`src/rtl/cac_pkg.sv`:
```
package cac_pkg;
    // Command header decode
    localparam logic [7:0] INS_AUTH = 8'h88;
    localparam logic [7:0] P1_AUTH = 8'h00;
    localparam int P2_SPEC_BIT = 7;
    localparam int P2_ZERO_HI = 6;
    localparam int P2_ZERO_LO = 3;
    localparam logic [3:0] P2_ZERO_VAL = 4'h0;

    typedef enum logic [2:0] {
        CTX_RSVD = 3'h0,
        CTX_CARD = 3'h1,
        CTX_NET = 3'h2,
        CTX_COMB = 3'h3,
        CTX_CCK = 3'h4,
        CTX_GCK = 3'h5,
        CTX_SCK = 3'h6,
        CTX_MOD = 3'h7
    } cac_ctx_e;

    // Command data lengths per context
    localparam logic [7:0] LEN_CARD = 8'h14;
    localparam logic [7:0] LEN_NET = 8'h0E;
    localparam logic [7:0] LEN_COMB = 8'h00;
    localparam logic [7:0] LEN_CCK = 8'h11;
    localparam logic [7:0] LEN_GCK = 8'h18;
    localparam logic [7:0] LEN_SCK = 8'h1B;
    localparam logic [7:0] LEN_MOD = 8'h02;

    // Command data field layout, bytes counted from 1
    localparam int ARG_BYTES = 27;
    localparam int ARG_W = 8 * ARG_BYTES;
    localparam int BYTE_REC = 1;
    localparam int BYTE_SRC = 2;
    localparam int BYTE_ID_END = 17;
    localparam logic [4:0] LAST_SHF = 5'h1A;

    // Response lengths
    localparam logic [3:0] RLEN_AUTH = 4'h4;
    localparam logic [3:0] RLEN_COMB = 4'hA;

    localparam int KEY_W = 80;
    localparam int BUF_AW = 5;

    // Status words
    localparam logic [15:0] SW_OK = 16'h9000;
    localparam logic [15:0] SW_MANIP = 16'h9860;
    localparam logic [15:0] SW_NETFAIL = 16'h9870;
    localparam logic [15:0] SW_SEC = 16'h6982;
    localparam logic [15:0] SW_COND = 16'h6985;
    localparam logic [15:0] SW_P1P2 = 16'h6A86;
    localparam logic [15:0] SW_LEN = 16'h6700;
    localparam logic [15:0] SW_INS = 16'h6D00;

    // Key file selectors
    localparam logic [1:0] FILE_GCK = 2'h0;
    localparam logic [1:0] FILE_SCK = 2'h1;
    localparam logic [1:0] FILE_MODIFIED_GROUP_KEY = 2'h2;
    localparam logic [1:0] FILE_CCK = 2'h3;
    localparam logic [7:0] REC_DEFAULT = 8'h01;

    typedef enum logic [2:0] {
        ST_IDLE = 3'b000,
        ST_RECV = 3'b001,
        ST_LOAD = 3'b011,
        ST_RUN = 3'b010,
        ST_DONE = 3'b110
    } cac_state_e;
endpackage

```
`src/rtl/cac_cmd_buf.sv`:
```
`timescale 1ns/100ps
module cac_cmd_buf (
    input wire logic clk_i,
    input wire logic rst_n_i,
    input wire logic ce_i,
    input wire logic wr_en_i,
    input wire logic [cac_pkg::BUF_AW-1:0] wr_addr_i,
    input wire logic [7:0] wr_data_i,
    input wire logic [cac_pkg::BUF_AW-1:0] rd_addr_i,
    output logic [7:0] rd_data_o
);
    logic [7:0] mem [0:(1<<cac_pkg::BUF_AW)-1];

    always_ff @(posedge clk_i) begin
        if (ce_i && wr_en_i) begin
            mem[wr_addr_i] <= wr_data_i;
        end
    end

    always_ff @(posedge clk_i or negedge rst_n_i) begin
        if (!rst_n_i) begin
            rd_data_o <= 8'h00;
        end else if (ce_i) begin
            rd_data_o <= mem[rd_addr_i];
        end
    end
endmodule

```
`src/rtl/cac_auth_cmd.sv`:
```
`timescale 1ns/100ps
// Overview of operation
// RQ1: Refuse unless application selected and user PIN verified.
// RQ2: Command selected by instruction 88 and first parameter 00.
// RQ3: Second parameter: b8 set, b7..b4 zero, b3..b1 context 001..111.
// RQ4: Any other second-parameter coding runs no key operation.
// RQ5: Host sets expected length to 00 or its maximum.
// RQ6: Card auth data: challenge bytes 1-10, seed bytes 11-20.
// RQ7: Card auth keeps key part A; response fetched later.
// RQ8: Card auth response is four bytes.
// RQ9: Network auth data: response bytes 1-4, seed bytes 5-14.
// RQ10: Stored challenge is required and used as card challenge.
// RQ11: Network auth keeps part B, offers expected response, status.
// RQ12: Combine parts into cipher key, sealed when service 20 set.
// RQ13: Missing part is forced to zero for one-way authentication.
// RQ14: Combine response holds cipher key in bytes 1-10.
// RQ15: Common unseal data: sealed key 1-15, identifier 16-17.
// RQ16: Unseal common key, store with identifier, no data returned.
// RQ17: Group unseal: record, identity, sealed key, version bytes.
// RQ18: Store group key and number, hide it, then run modify.
// RQ19: Static unseal: sealed key 1-15, version 16-17, seed 18-27.
// RQ20: Static key number picks record; write only when flag ok.
// RQ21: Modify data: target record byte 1, source record byte 2.
// RQ22: Derive modified key, write target record, on every new key; code chains it only after common and group key unseal, not static.
// RQ23: Manipulation gives 98 60, failed network auth 98 70.
// RQ24: Crypto runs outside via start and done handshake.
// RQ25: Errors return error status and leave stored keys alone.
module cac_auth_cmd (
    input wire logic CLK_I,
    input wire logic RST_N_I,
    input wire logic CE_I,
    input wire logic APP_SELECTED_I,
    input wire logic PIN_VERIFIED_I,
    input wire logic SERVICE20_I,
    input wire logic CMD_START_I,
    input wire logic [7:0] INS_I,
    input wire logic [7:0] P1_I,
    input wire logic [7:0] P2_I,
    input wire logic [7:0] LC_I,
    input wire logic DATA_VALID_I,
    input wire logic [7:0] DATA_I,
    input wire logic CHALLENGE_VALID_I,
    input wire logic [cac_pkg::KEY_W-1:0] CHALLENGE_I,
    input wire logic RESP_RD_I,
    input wire logic CRYPTO_DONE_I,
    input wire logic CRYPTO_OK_I,
    input wire logic [cac_pkg::KEY_W-1:0] CRYPTO_RES_I,
    input wire logic [cac_pkg::KEY_W-1:0] CRYPTO_AUX_I,
    output logic BUSY_O,
    output logic SW_VALID_O,
    output logic [7:0] SW1_O,
    output logic [7:0] SW2_O,
    output logic [3:0] RESP_LEN_O,
    output logic RESP_BYTE_VALID_O,
    output logic [7:0] RESP_BYTE_O,
    output logic CRYPTO_START_O,
    output logic [2:0] CRYPTO_CTX_O,
    output logic CRYPTO_SEAL_O,
    output logic [cac_pkg::ARG_W-1:0] CRYPTO_ARG_O,
    output logic [cac_pkg::KEY_W-1:0] CRYPTO_KEYA_O,
    output logic [cac_pkg::KEY_W-1:0] CRYPTO_KEYB_O,
    output logic KEY_WR_O,
    output logic [1:0] KEY_FILE_O,
    output logic [7:0] KEY_REC_O,
    output logic [15:0] KEY_ID_O,
    output logic [cac_pkg::KEY_W-1:0] KEY_DATA_O
);
    localparam int KW = cac_pkg::KEY_W;
    localparam int AW = cac_pkg::ARG_W;
    localparam int REC_LSB = 8 * (cac_pkg::ARG_BYTES - cac_pkg::BYTE_REC);
    localparam int SRC_LSB = 8 * (cac_pkg::ARG_BYTES - cac_pkg::BYTE_SRC);
    localparam int ID_LSB = 8 * (cac_pkg::ARG_BYTES - cac_pkg::BYTE_ID_END);

    cac_pkg::cac_state_e st_reg, st_next;
    cac_pkg::cac_ctx_e ctx_reg;
    logic err_reg;
    logic [15:0] sw_reg;
    logic [7:0] lc_reg, cnt_reg;
    logic [4:0] rd_idx_reg, shf_reg;
    logic rd_pend_reg;
    logic [AW-1:0] arg_reg;
    logic [7:0] rd_data;
    logic [KW-1:0] key_a_reg, key_b_reg, dck_reg, chal_reg, resp_reg;
    logic a_valid_reg, b_valid_reg, chal_valid_reg;
    logic [7:0] last_grp_reg, last_cck_reg;

    function automatic logic [7:0] exp_len(input logic [2:0] c);
        case (c)
            cac_pkg::CTX_CARD: exp_len = cac_pkg::LEN_CARD;
            cac_pkg::CTX_NET: exp_len = cac_pkg::LEN_NET;
            cac_pkg::CTX_CCK: exp_len = cac_pkg::LEN_CCK;
            cac_pkg::CTX_GCK: exp_len = cac_pkg::LEN_GCK;
            cac_pkg::CTX_SCK: exp_len = cac_pkg::LEN_SCK;
            cac_pkg::CTX_MOD: exp_len = cac_pkg::LEN_MOD;
            default: exp_len = cac_pkg::LEN_COMB;
        endcase
    endfunction

    // Header decode
    wire cmd_take = st_reg == cac_pkg::ST_IDLE && CMD_START_I;
    wire ins_ok = INS_I == cac_pkg::INS_AUTH; // see RQ2
    wire pre_ok = APP_SELECTED_I && PIN_VERIFIED_I; // see RQ1
    wire [2:0] ctx_in = P2_I[2:0];
    wire p2_ok = P2_I[cac_pkg::P2_SPEC_BIT]
        && P2_I[cac_pkg::P2_ZERO_HI:cac_pkg::P2_ZERO_LO] == cac_pkg::P2_ZERO_VAL
        && ctx_in != cac_pkg::CTX_RSVD; // see RQ3
    wire pp_ok = P1_I == cac_pkg::P1_AUTH && p2_ok; // see RQ4
    wire len_ok = LC_I == exp_len(ctx_in); // see RQ6
    // A network auth without a fresh challenge cannot run
    wire chal_ok = ctx_in != cac_pkg::CTX_NET || chal_valid_reg; // see RQ10
    wire [15:0] chk_sw = !ins_ok ? cac_pkg::SW_INS
        : !pre_ok ? cac_pkg::SW_SEC
        : !pp_ok ? cac_pkg::SW_P1P2
        : !len_ok ? cac_pkg::SW_LEN
        : !chal_ok ? cac_pkg::SW_COND : cac_pkg::SW_OK;
    wire chk_err = chk_sw != cac_pkg::SW_OK; // see RQ25

    wire recv_last = DATA_VALID_I && cnt_reg == lc_reg - 8'h01;
    wire load_done = rd_pend_reg && shf_reg == cac_pkg::LAST_SHF;
    wire run_done = st_reg == cac_pkg::ST_RUN && CRYPTO_DONE_I
        && !CRYPTO_START_O; // see RQ24
    wire ctx_is_unseal = ctx_reg == cac_pkg::CTX_CCK
        || ctx_reg == cac_pkg::CTX_GCK;
    wire chain_go = run_done && CRYPTO_OK_I && ctx_is_unseal; // see RQ22
    wire [7:0] f_rec = arg_reg[REC_LSB +: 8]; // see RQ17
    wire [7:0] f_src = arg_reg[SRC_LSB +: 8];
    wire [15:0] f_id = arg_reg[ID_LSB +: 16]; // see RQ15
    wire [7:0] cck_rec = f_id[7:0];
    wire [7:0] in_byte = {3'b000, shf_reg} < lc_reg ? rd_data : 8'h00;
    wire start_run = st_reg == cac_pkg::ST_LOAD && load_done;
    wire resp_take = st_reg == cac_pkg::ST_IDLE && !CMD_START_I
        && RESP_RD_I && RESP_LEN_O != 4'h0; // see RQ7

    always_comb begin
        st_next = st_reg;
        case (st_reg)
            cac_pkg::ST_IDLE: begin
                if (CMD_START_I) begin
                    st_next = LC_I == 8'h00 ? cac_pkg::ST_LOAD
                        : cac_pkg::ST_RECV;
                end
            end
            cac_pkg::ST_RECV: begin
                if (recv_last) begin
                    st_next = cac_pkg::ST_LOAD;
                end
            end
            cac_pkg::ST_LOAD: begin
                if (err_reg) begin
                    st_next = cac_pkg::ST_DONE; // see RQ25
                end else if (load_done) begin
                    st_next = cac_pkg::ST_RUN;
                end
            end
            cac_pkg::ST_RUN: begin
                if (run_done && !chain_go) begin
                    st_next = cac_pkg::ST_DONE;
                end
            end
            default: st_next = cac_pkg::ST_IDLE;
        endcase
    end

    always_ff @(posedge CLK_I or negedge RST_N_I) begin
        if (!RST_N_I) begin
            st_reg <= cac_pkg::ST_IDLE;
            BUSY_O <= 1'b0;
            SW_VALID_O <= 1'b0;
        end else if (CE_I) begin
            st_reg <= st_next;
            BUSY_O <= st_next != cac_pkg::ST_IDLE;
            SW_VALID_O <= st_reg == cac_pkg::ST_DONE;
        end
    end

    // Command header and status word
    always_ff @(posedge CLK_I or negedge RST_N_I) begin
        if (!RST_N_I) begin
            ctx_reg <= cac_pkg::CTX_RSVD;
            lc_reg <= 8'h00;
            err_reg <= 1'b0;
            sw_reg <= cac_pkg::SW_OK;
        end else if (CE_I) begin
            if (cmd_take) begin
                ctx_reg <= cac_pkg::cac_ctx_e'(ctx_in);
                lc_reg <= LC_I;
                err_reg <= chk_err;
                sw_reg <= chk_sw;
            end else if (chain_go) begin
                ctx_reg <= cac_pkg::CTX_MOD; // see RQ18
            end else if (run_done && !CRYPTO_OK_I) begin
                sw_reg <= ctx_reg == cac_pkg::CTX_NET ? cac_pkg::SW_NETFAIL
                    : ctx_is_unseal || ctx_reg == cac_pkg::CTX_SCK
                    ? cac_pkg::SW_MANIP : sw_reg; // see RQ23
            end
        end
    end

    always_comb begin
        SW1_O = sw_reg[15:8];
        SW2_O = sw_reg[7:0];
        CRYPTO_CTX_O = ctx_reg;
        CRYPTO_ARG_O = arg_reg;
    end

    always_ff @(posedge CLK_I or negedge RST_N_I) begin
        if (!RST_N_I) begin
            cnt_reg <= 8'h00;
        end else if (CE_I) begin
            if (cmd_take) begin
                cnt_reg <= 8'h00;
            end else if (st_reg == cac_pkg::ST_RECV && DATA_VALID_I) begin
                cnt_reg <= cnt_reg + 8'h01;
            end
        end
    end

    cac_cmd_buf u_buf (
        .clk_i(CLK_I),
        .rst_n_i(RST_N_I),
        .ce_i(CE_I),
        .wr_en_i(st_reg == cac_pkg::ST_RECV && DATA_VALID_I
            && cnt_reg < 8'h20),
        .wr_addr_i(cnt_reg[4:0]),
        .wr_data_i(DATA_I),
        .rd_addr_i(rd_idx_reg),
        .rd_data_o(rd_data)
    );

    // Walk the buffer into a byte-1-first argument, zero padded
    always_ff @(posedge CLK_I or negedge RST_N_I) begin
        if (!RST_N_I) begin
            rd_idx_reg <= 5'h00;
            shf_reg <= 5'h00;
            rd_pend_reg <= 1'b0;
            arg_reg <= '0;
        end else if (CE_I) begin
            if (cmd_take) begin
                rd_idx_reg <= 5'h00;
                shf_reg <= 5'h00;
                rd_pend_reg <= 1'b0;
            end else if (st_reg == cac_pkg::ST_LOAD && !err_reg) begin
                rd_idx_reg <= rd_idx_reg + 5'h01;
                rd_pend_reg <= 1'b1;
                if (rd_pend_reg) begin
                    arg_reg <= {arg_reg[AW-9:0], in_byte}; // see RQ9
                    shf_reg <= shf_reg + 5'h01;
                end
            end else if (chain_go) begin
                arg_reg <= ctx_reg == cac_pkg::CTX_GCK
                    ? {f_rec, last_cck_reg, {(AW-16){1'b0}}}
                    : {last_grp_reg, cck_rec, {(AW-16){1'b0}}}; // see RQ21
            end
        end
    end

    // Crypto launch with internal operands
    always_ff @(posedge CLK_I or negedge RST_N_I) begin
        if (!RST_N_I) begin
            CRYPTO_START_O <= 1'b0;
            CRYPTO_SEAL_O <= 1'b0;
            CRYPTO_KEYA_O <= '0;
            CRYPTO_KEYB_O <= '0;
        end else if (CE_I) begin
            CRYPTO_START_O <= start_run || chain_go; // see RQ24
            if (start_run) begin
                CRYPTO_SEAL_O <= SERVICE20_I; // see RQ12
                CRYPTO_KEYA_O <= ctx_reg == cac_pkg::CTX_NET ? chal_reg
                    : ctx_reg == cac_pkg::CTX_CCK ? dck_reg
                    : ctx_reg == cac_pkg::CTX_COMB && a_valid_reg
                    ? key_a_reg : '0; // see RQ13
                CRYPTO_KEYB_O <= ctx_reg == cac_pkg::CTX_COMB
                    && b_valid_reg ? key_b_reg : '0; // see RQ13
            end
        end
    end

    // Internally retained keys and challenge
    always_ff @(posedge CLK_I or negedge RST_N_I) begin
        if (!RST_N_I) begin
            key_a_reg <= '0;
            key_b_reg <= '0;
            dck_reg <= '0;
            chal_reg <= '0;
            a_valid_reg <= 1'b0;
            b_valid_reg <= 1'b0;
            chal_valid_reg <= 1'b0;
            last_grp_reg <= cac_pkg::REC_DEFAULT;
            last_cck_reg <= cac_pkg::REC_DEFAULT;
        end else if (CE_I) begin
            if (CHALLENGE_VALID_I) begin
                chal_reg <= CHALLENGE_I; // see RQ10
            end
            // A new challenge beats its own consumption
            if (CHALLENGE_VALID_I) begin
                chal_valid_reg <= 1'b1;
            end else if (start_run && ctx_reg == cac_pkg::CTX_NET) begin
                chal_valid_reg <= 1'b0;
            end
            if (run_done && ctx_reg == cac_pkg::CTX_CARD) begin
                key_a_reg <= CRYPTO_AUX_I; // see RQ7
                a_valid_reg <= 1'b1;
            end
            if (run_done && ctx_reg == cac_pkg::CTX_NET && CRYPTO_OK_I) begin
                key_b_reg <= CRYPTO_AUX_I; // see RQ11
                b_valid_reg <= 1'b1;
            end
            if (run_done && ctx_reg == cac_pkg::CTX_COMB) begin
                dck_reg <= CRYPTO_AUX_I; // see RQ12
            end
            if (chain_go && ctx_reg == cac_pkg::CTX_GCK) begin
                last_grp_reg <= f_rec;
            end
            if (chain_go && ctx_reg == cac_pkg::CTX_CCK) begin
                last_cck_reg <= cck_rec;
            end
        end
    end

    // Key file writes; group keys never reach the response path
    wire wr_go = run_done && (CRYPTO_OK_I && (ctx_is_unseal
        || ctx_reg == cac_pkg::CTX_SCK)
        || ctx_reg == cac_pkg::CTX_MOD); // see RQ20
    wire [1:0] wr_file = ctx_reg == cac_pkg::CTX_CCK ? cac_pkg::FILE_CCK
        : ctx_reg == cac_pkg::CTX_GCK ? cac_pkg::FILE_GCK
        : ctx_reg == cac_pkg::CTX_SCK ? cac_pkg::FILE_SCK
        : cac_pkg::FILE_MODIFIED_GROUP_KEY;
    wire [7:0] wr_rec = ctx_reg == cac_pkg::CTX_CCK ? cck_rec
        : ctx_reg == cac_pkg::CTX_SCK ? CRYPTO_AUX_I[7:0] : f_rec;
    wire [15:0] wr_id = ctx_reg == cac_pkg::CTX_GCK ? CRYPTO_AUX_I[15:0]
        : ctx_reg == cac_pkg::CTX_MOD ? 16'h0000 : f_id; // see RQ19

    always_ff @(posedge CLK_I or negedge RST_N_I) begin
        if (!RST_N_I) begin
            KEY_WR_O <= 1'b0;
            KEY_FILE_O <= cac_pkg::FILE_GCK;
            KEY_REC_O <= 8'h00;
            KEY_ID_O <= 16'h0000;
            KEY_DATA_O <= '0;
        end else if (CE_I) begin
            KEY_WR_O <= wr_go; // see RQ16
            if (wr_go) begin
                KEY_FILE_O <= wr_file; // see RQ18
                KEY_REC_O <= wr_rec; // see RQ20
                KEY_ID_O <= wr_id;
                KEY_DATA_O <= CRYPTO_RES_I; // see RQ22
            end
        end
    end

    // Response held for a later fetch, MSB byte first
    wire resp_load = run_done && (ctx_reg == cac_pkg::CTX_CARD
        || ctx_reg == cac_pkg::CTX_NET || ctx_reg == cac_pkg::CTX_COMB);

    always_ff @(posedge CLK_I or negedge RST_N_I) begin
        if (!RST_N_I) begin
            resp_reg <= '0;
            RESP_LEN_O <= 4'h0;
            RESP_BYTE_VALID_O <= 1'b0;
            RESP_BYTE_O <= 8'h00;
        end else if (CE_I) begin
            RESP_BYTE_VALID_O <= resp_take;
            if (cmd_take) begin
                RESP_LEN_O <= 4'h0;
            end else if (resp_load) begin
                resp_reg <= CRYPTO_RES_I;
                RESP_LEN_O <= ctx_reg == cac_pkg::CTX_COMB
                    ? cac_pkg::RLEN_COMB : cac_pkg::RLEN_AUTH; // see RQ14
            end else if (resp_take) begin
                RESP_BYTE_O <= resp_reg[KW-1 -: 8]; // see RQ8
                resp_reg <= {resp_reg[KW-9:0], 8'h00};
                RESP_LEN_O <= RESP_LEN_O - 4'h1;
            end
        end
    end
endmodule

```
`config.mk`:
```
export PLATFORM = sky130hd
export DESIGN_NAME = cac_auth_cmd
export DESIGN_NICKNAME = d
export VERILOG_FILES = /design/src/rtl/cac_pkg.sv /design/src/rtl/cac_cmd_buf.sv /design/src/rtl/cac_auth_cmd.sv
export SDC_FILE = /design/constraint.sdc
export NUM_CORES = 2
export LEC_CHECK = 0
export BUFFER_PORTS_ARGS = -buffer_cell sky130_fd_sc_hd__buf_4
export CORE_MARGIN = 1
export CORE_UTILIZATION = 30
export CTS_CLUSTER_SIZE = 25
export DETAILED_ROUTE_END_ITERATION = 8
export GPL_ROUTABILITY_DRIVEN = 0
export PLACE_DENSITY = 0.52
export SYNTH_ARGS = -nofsm -noshare
export SYNTH_HDL_FRONTEND = slang
export SYNTH_SLANG_ARGS = --single-unit
export TNS_END_PERCENT = 5
```
`constraint.sdc`:
```
create_clock -name CLK_I -period 2.28 [get_ports CLK_I]
set_input_delay 0 -clock CLK_I [delete_from_list [all_inputs] [get_ports CLK_I]]
set_output_delay 0 -clock CLK_I [all_outputs]
set_load 0.005 [all_outputs]
```
==> flow_metrics.py <==
metrics = {
    "power_and_ir_drop": {
        "power.total_mw": 69.0,
        "p_per_area_mw_per_mm2": 992,
        "peakVddDrop_mv": 0.706,
        "p_leak_nw": 31.2,
    },
    "floorplan": {
        "row_count": 148,
        "core-area_sq_mm": 0.164,
        "dieArea_sq_mm": 0.167,
        "die_h_microns": 409,
        "die_w_microns": 409,
        "ios": 811,
        "start_util": 0.303,
    },
    "detailed_routing": {
        "drt-wirelength-per-cell_microns": 23.2,
        "drt_iter0_drc": 3073,
        "drt_wl_total_microns": 178000,
        "viasPerCell": 4.88,
        "dr.pass1.iters": 9,
        "drc_errors": 0,
        "routed-via-count": 37400,
        "ant_nets": 0,
    },
    "cts": {
        "htreeDepth": 4,
        "path_clk_slew_ns": 0.06,
        "numCtsBuffers": 143,
        "root_buffer": "clkbuf_16",
        "clockBufferDepth": 3,
        "cts_sinks": 1229,
        "insertion_delay_ns": 0.77,
        "cts_tree": "yes",
    },
    "setup_path": {
        "slowest_stage": "or3b_2",
        "cp-end-kind": "flip-flop",
        "path_max_fanout": 58,
        "r2r_start": "RESP_LEN_O[1]",
        "cp-start-kind": "flip-flop",
        "arrival_ns": 2.86,
        "cp.required_ns": 2.91,
        "r2r-end": "resp_reg[72]",
        "r2r_slack_ns": 0.05,
        "reg2reg_depth": 8,
        "startpoint": "RESP_LEN_O[1]",
        "slowest_delay_ns": 0.48,
        "criticalPathCategory": "flip-flop to flip-flop",
        "crit_family": "simple AND/OR/NAND/NOR gates",
        "worst-path-buf-inv": 2,
        "crit_chain": "inv_1 > ha_1 > or3b_2 > nand4_1 > a21bo_4 > buf_12 > nor2_1 > a21oi_1",
    },
    "timing": {
        "worstMarginPinSlew_ns": 0.651,
        "rsz0062_at_grt": "true",
        "clock.fmax_mhz": 448,
        "fin_skew_ns": 0.0319,
        "hold_violations": 0,
        "timing.hold.ws_ns": 0.0462,
        "finalCriticalPeriod_ns": 2.23,
        "finalSetupViolCount": 0,
        "fin_crit_sh": 0.978,
        "slew_viol_final": 0,
        "slew_headroom": 0.560,
    },
    "worst_hold_path": {
        "hold_path_startpoint": "CRYPTO_RES_I[41]",
        "hold_depth": 4,
        "min_path_type": "input pin to flip-flop",
        "whs_endpoint": "KEY_DATA_O[41]",
    },
    "global_route": {
        "overflow": 0,
        "grt_use_total": 0.210,
        "grt_pass1_vias": 38400,
        "antenna_found_initial": 18,
        "grt_pass1_wl_microns": 262000,
        "grt_max_degree": 84,
    },
    "placed_design": {
        "buffer_ports.inserted": 809,
        "dp_hpwl_microns": 125000,
        "placed_area_sq_mm": 0.0603,
    },
    "run_status": {
        "status": "finished, final reports clean",
    },
    "synthesis": {
        "netlist_area_sq_mm": 0.0496,
        "yosysUniqueCellTypes": 70,
        "yosysSeqAreaShare": 0.646,
        "yosysWarnings": 0,
        "synthFlopType": "dfrtp_1",
        "synthArstFlopShare": 0.792,
        "synth_enable_flop_cells": 256,
        "synth_cells": 4035,
        "ys_ff_latch": 1229,
        "syn-num-nets": 4341,
        "postSynthAreaPerCell_sq_um": 12.3,
    },
    "layout": {
        "final_common_cell": "dfrtp_1",
        "nets": 5674,
        "syn2layout_area_growth_pct": 40.3,
        "drive_gt1_frac": 0.320,
        "final_core_util": 0.425,
        "largest_register": "u_buf.mem",
        "fin_area_sq_mm": 0.0696,
        "largest_register_ffs": 256,
        "final_cell_mix": "dfrtp_1, buf_4, nand2_1, dlygate4sd3_1, mux2_2",
    },
    "job": {
        "cap_violations": 0,
    },
}
[cells by family (layout without fill, tap and decap cells)]
| logic type | after synthesis | after routing | synth area share |
|---|---|---|---|
| mux | 500 | 500 | 0.132 |
| other cells | 1 | 11 | 0.0000756 |
| compound gates | 643 | 643 | 0.0776 |
| xor+xnor | 27 | 27 | 0.00477 |
| flops | 1229 | 1229 | 0.646 |
| buf+inv | 294 | 1734 | 0.0258 |
| fa+ha+maj | 14 | 14 | 0.00353 |
| simple gates | 1327 | 1327 | 0.110 |
[through the flow]
step	TNS [ns]	cells	worst slack [ns]
floorplan	-24.19	4035	-0.0983
global placement	-0.219	6960	-0.0161
detailed placement	-0.255	6960	-0.0285
CTS	-0.0507	7646	-0.0134
global route	-8.81	7659	-0.0666
finish	0	7660	0.0497
[power breakdown]
group | internal (mW) | switching (mW) | total, mW | leakage, nW
Combinational | 8.46 | 7.57 | 16.0 | 13.8
Sequential | 26.6 | 3.21 | 29.8 | 15.1
Clock | 13.7 | 9.50 | 23.2 | 2.32
Total | 48.7 | 20.3 | 69.0 | 31.2
[metal layers]
layer  share of wire  track usage  vias to the layer above
met3           0.068       0.0555                      242
li1                -            -                    16900
met1            0.43        0.272                    19100
met4           0.032       0.0696                        2
met5        0.000039            0                        -
met2            0.47        0.339                     1200
[cell type report]
class | instances | area [sq um]
fill | 15200 | 93900
inverter | 17 | 63.8
clock buffer | 210 | 4220
tap | 2175 | 2720
clock inverter | 42 | 514
antenna | 10 | 25.0
sequential | 1229 | 32000
timing repair buffer | 1465 | 13200
multi-input combinational | 2512 | 16700
[worst register-to-register path, delay by kind of cell, from the launching register on]
family	cells	cell delay, ns
AO/OA/AOI/OAI	2	0.38
adder cells (fa/ha/maj)	1	0.14
buffers and inverters	2	0.33
flip-flops	1	0.41
AND/OR/NAND/NOR	3	0.86
[what timing repair did]
item,in CTS,in global routing
endpoints found under the setup margin,26,436
pin swaps,3,8
hold endpoints to repair,1793,3
setup buffers,0,3
cloned,0,0
hold buffers,434,2
resized for setup,2,13
[worst max path at each step]
stage,end,slack [ns],cells past startpoint
6_report,resp_reg[72],0.05,8
5_1_grt,resp_reg[72],-0.07,8
4_1_cts,u_buf.mem[6][5],-0.01,7
3_5_place_dp,CRYPTO_ARG_O[214],-0.03,6
3_3_place_gp,u_buf.mem[26][2],-0.02,7
2_1_floorplan,u_buf.mem[28][0],-0.1,7
[cell usage after synthesis, types with 61 or more instances]
library cell / n / area share
buf_2: 61 / 0.0062
mux2i_1: 80 / 0.016
dfrtp_1: 970 / 0.49
o21ai_0: 247 / 0.025
nor2_1: 244 / 0.018
edfxtp_1: 256 / 0.15
clkbuf_1: 184 / 0.014
a21oi_1: 196 / 0.020
nand2_1: 898 / 0.068
mux2_2: 277 / 0.063
mux2_4: 79 / 0.024
mux4_2: 64 / 0.029
a222oi_1: 80 / 0.016
nand3_1: 90 / 0.0091
Power figures use the tool's default switching activity.
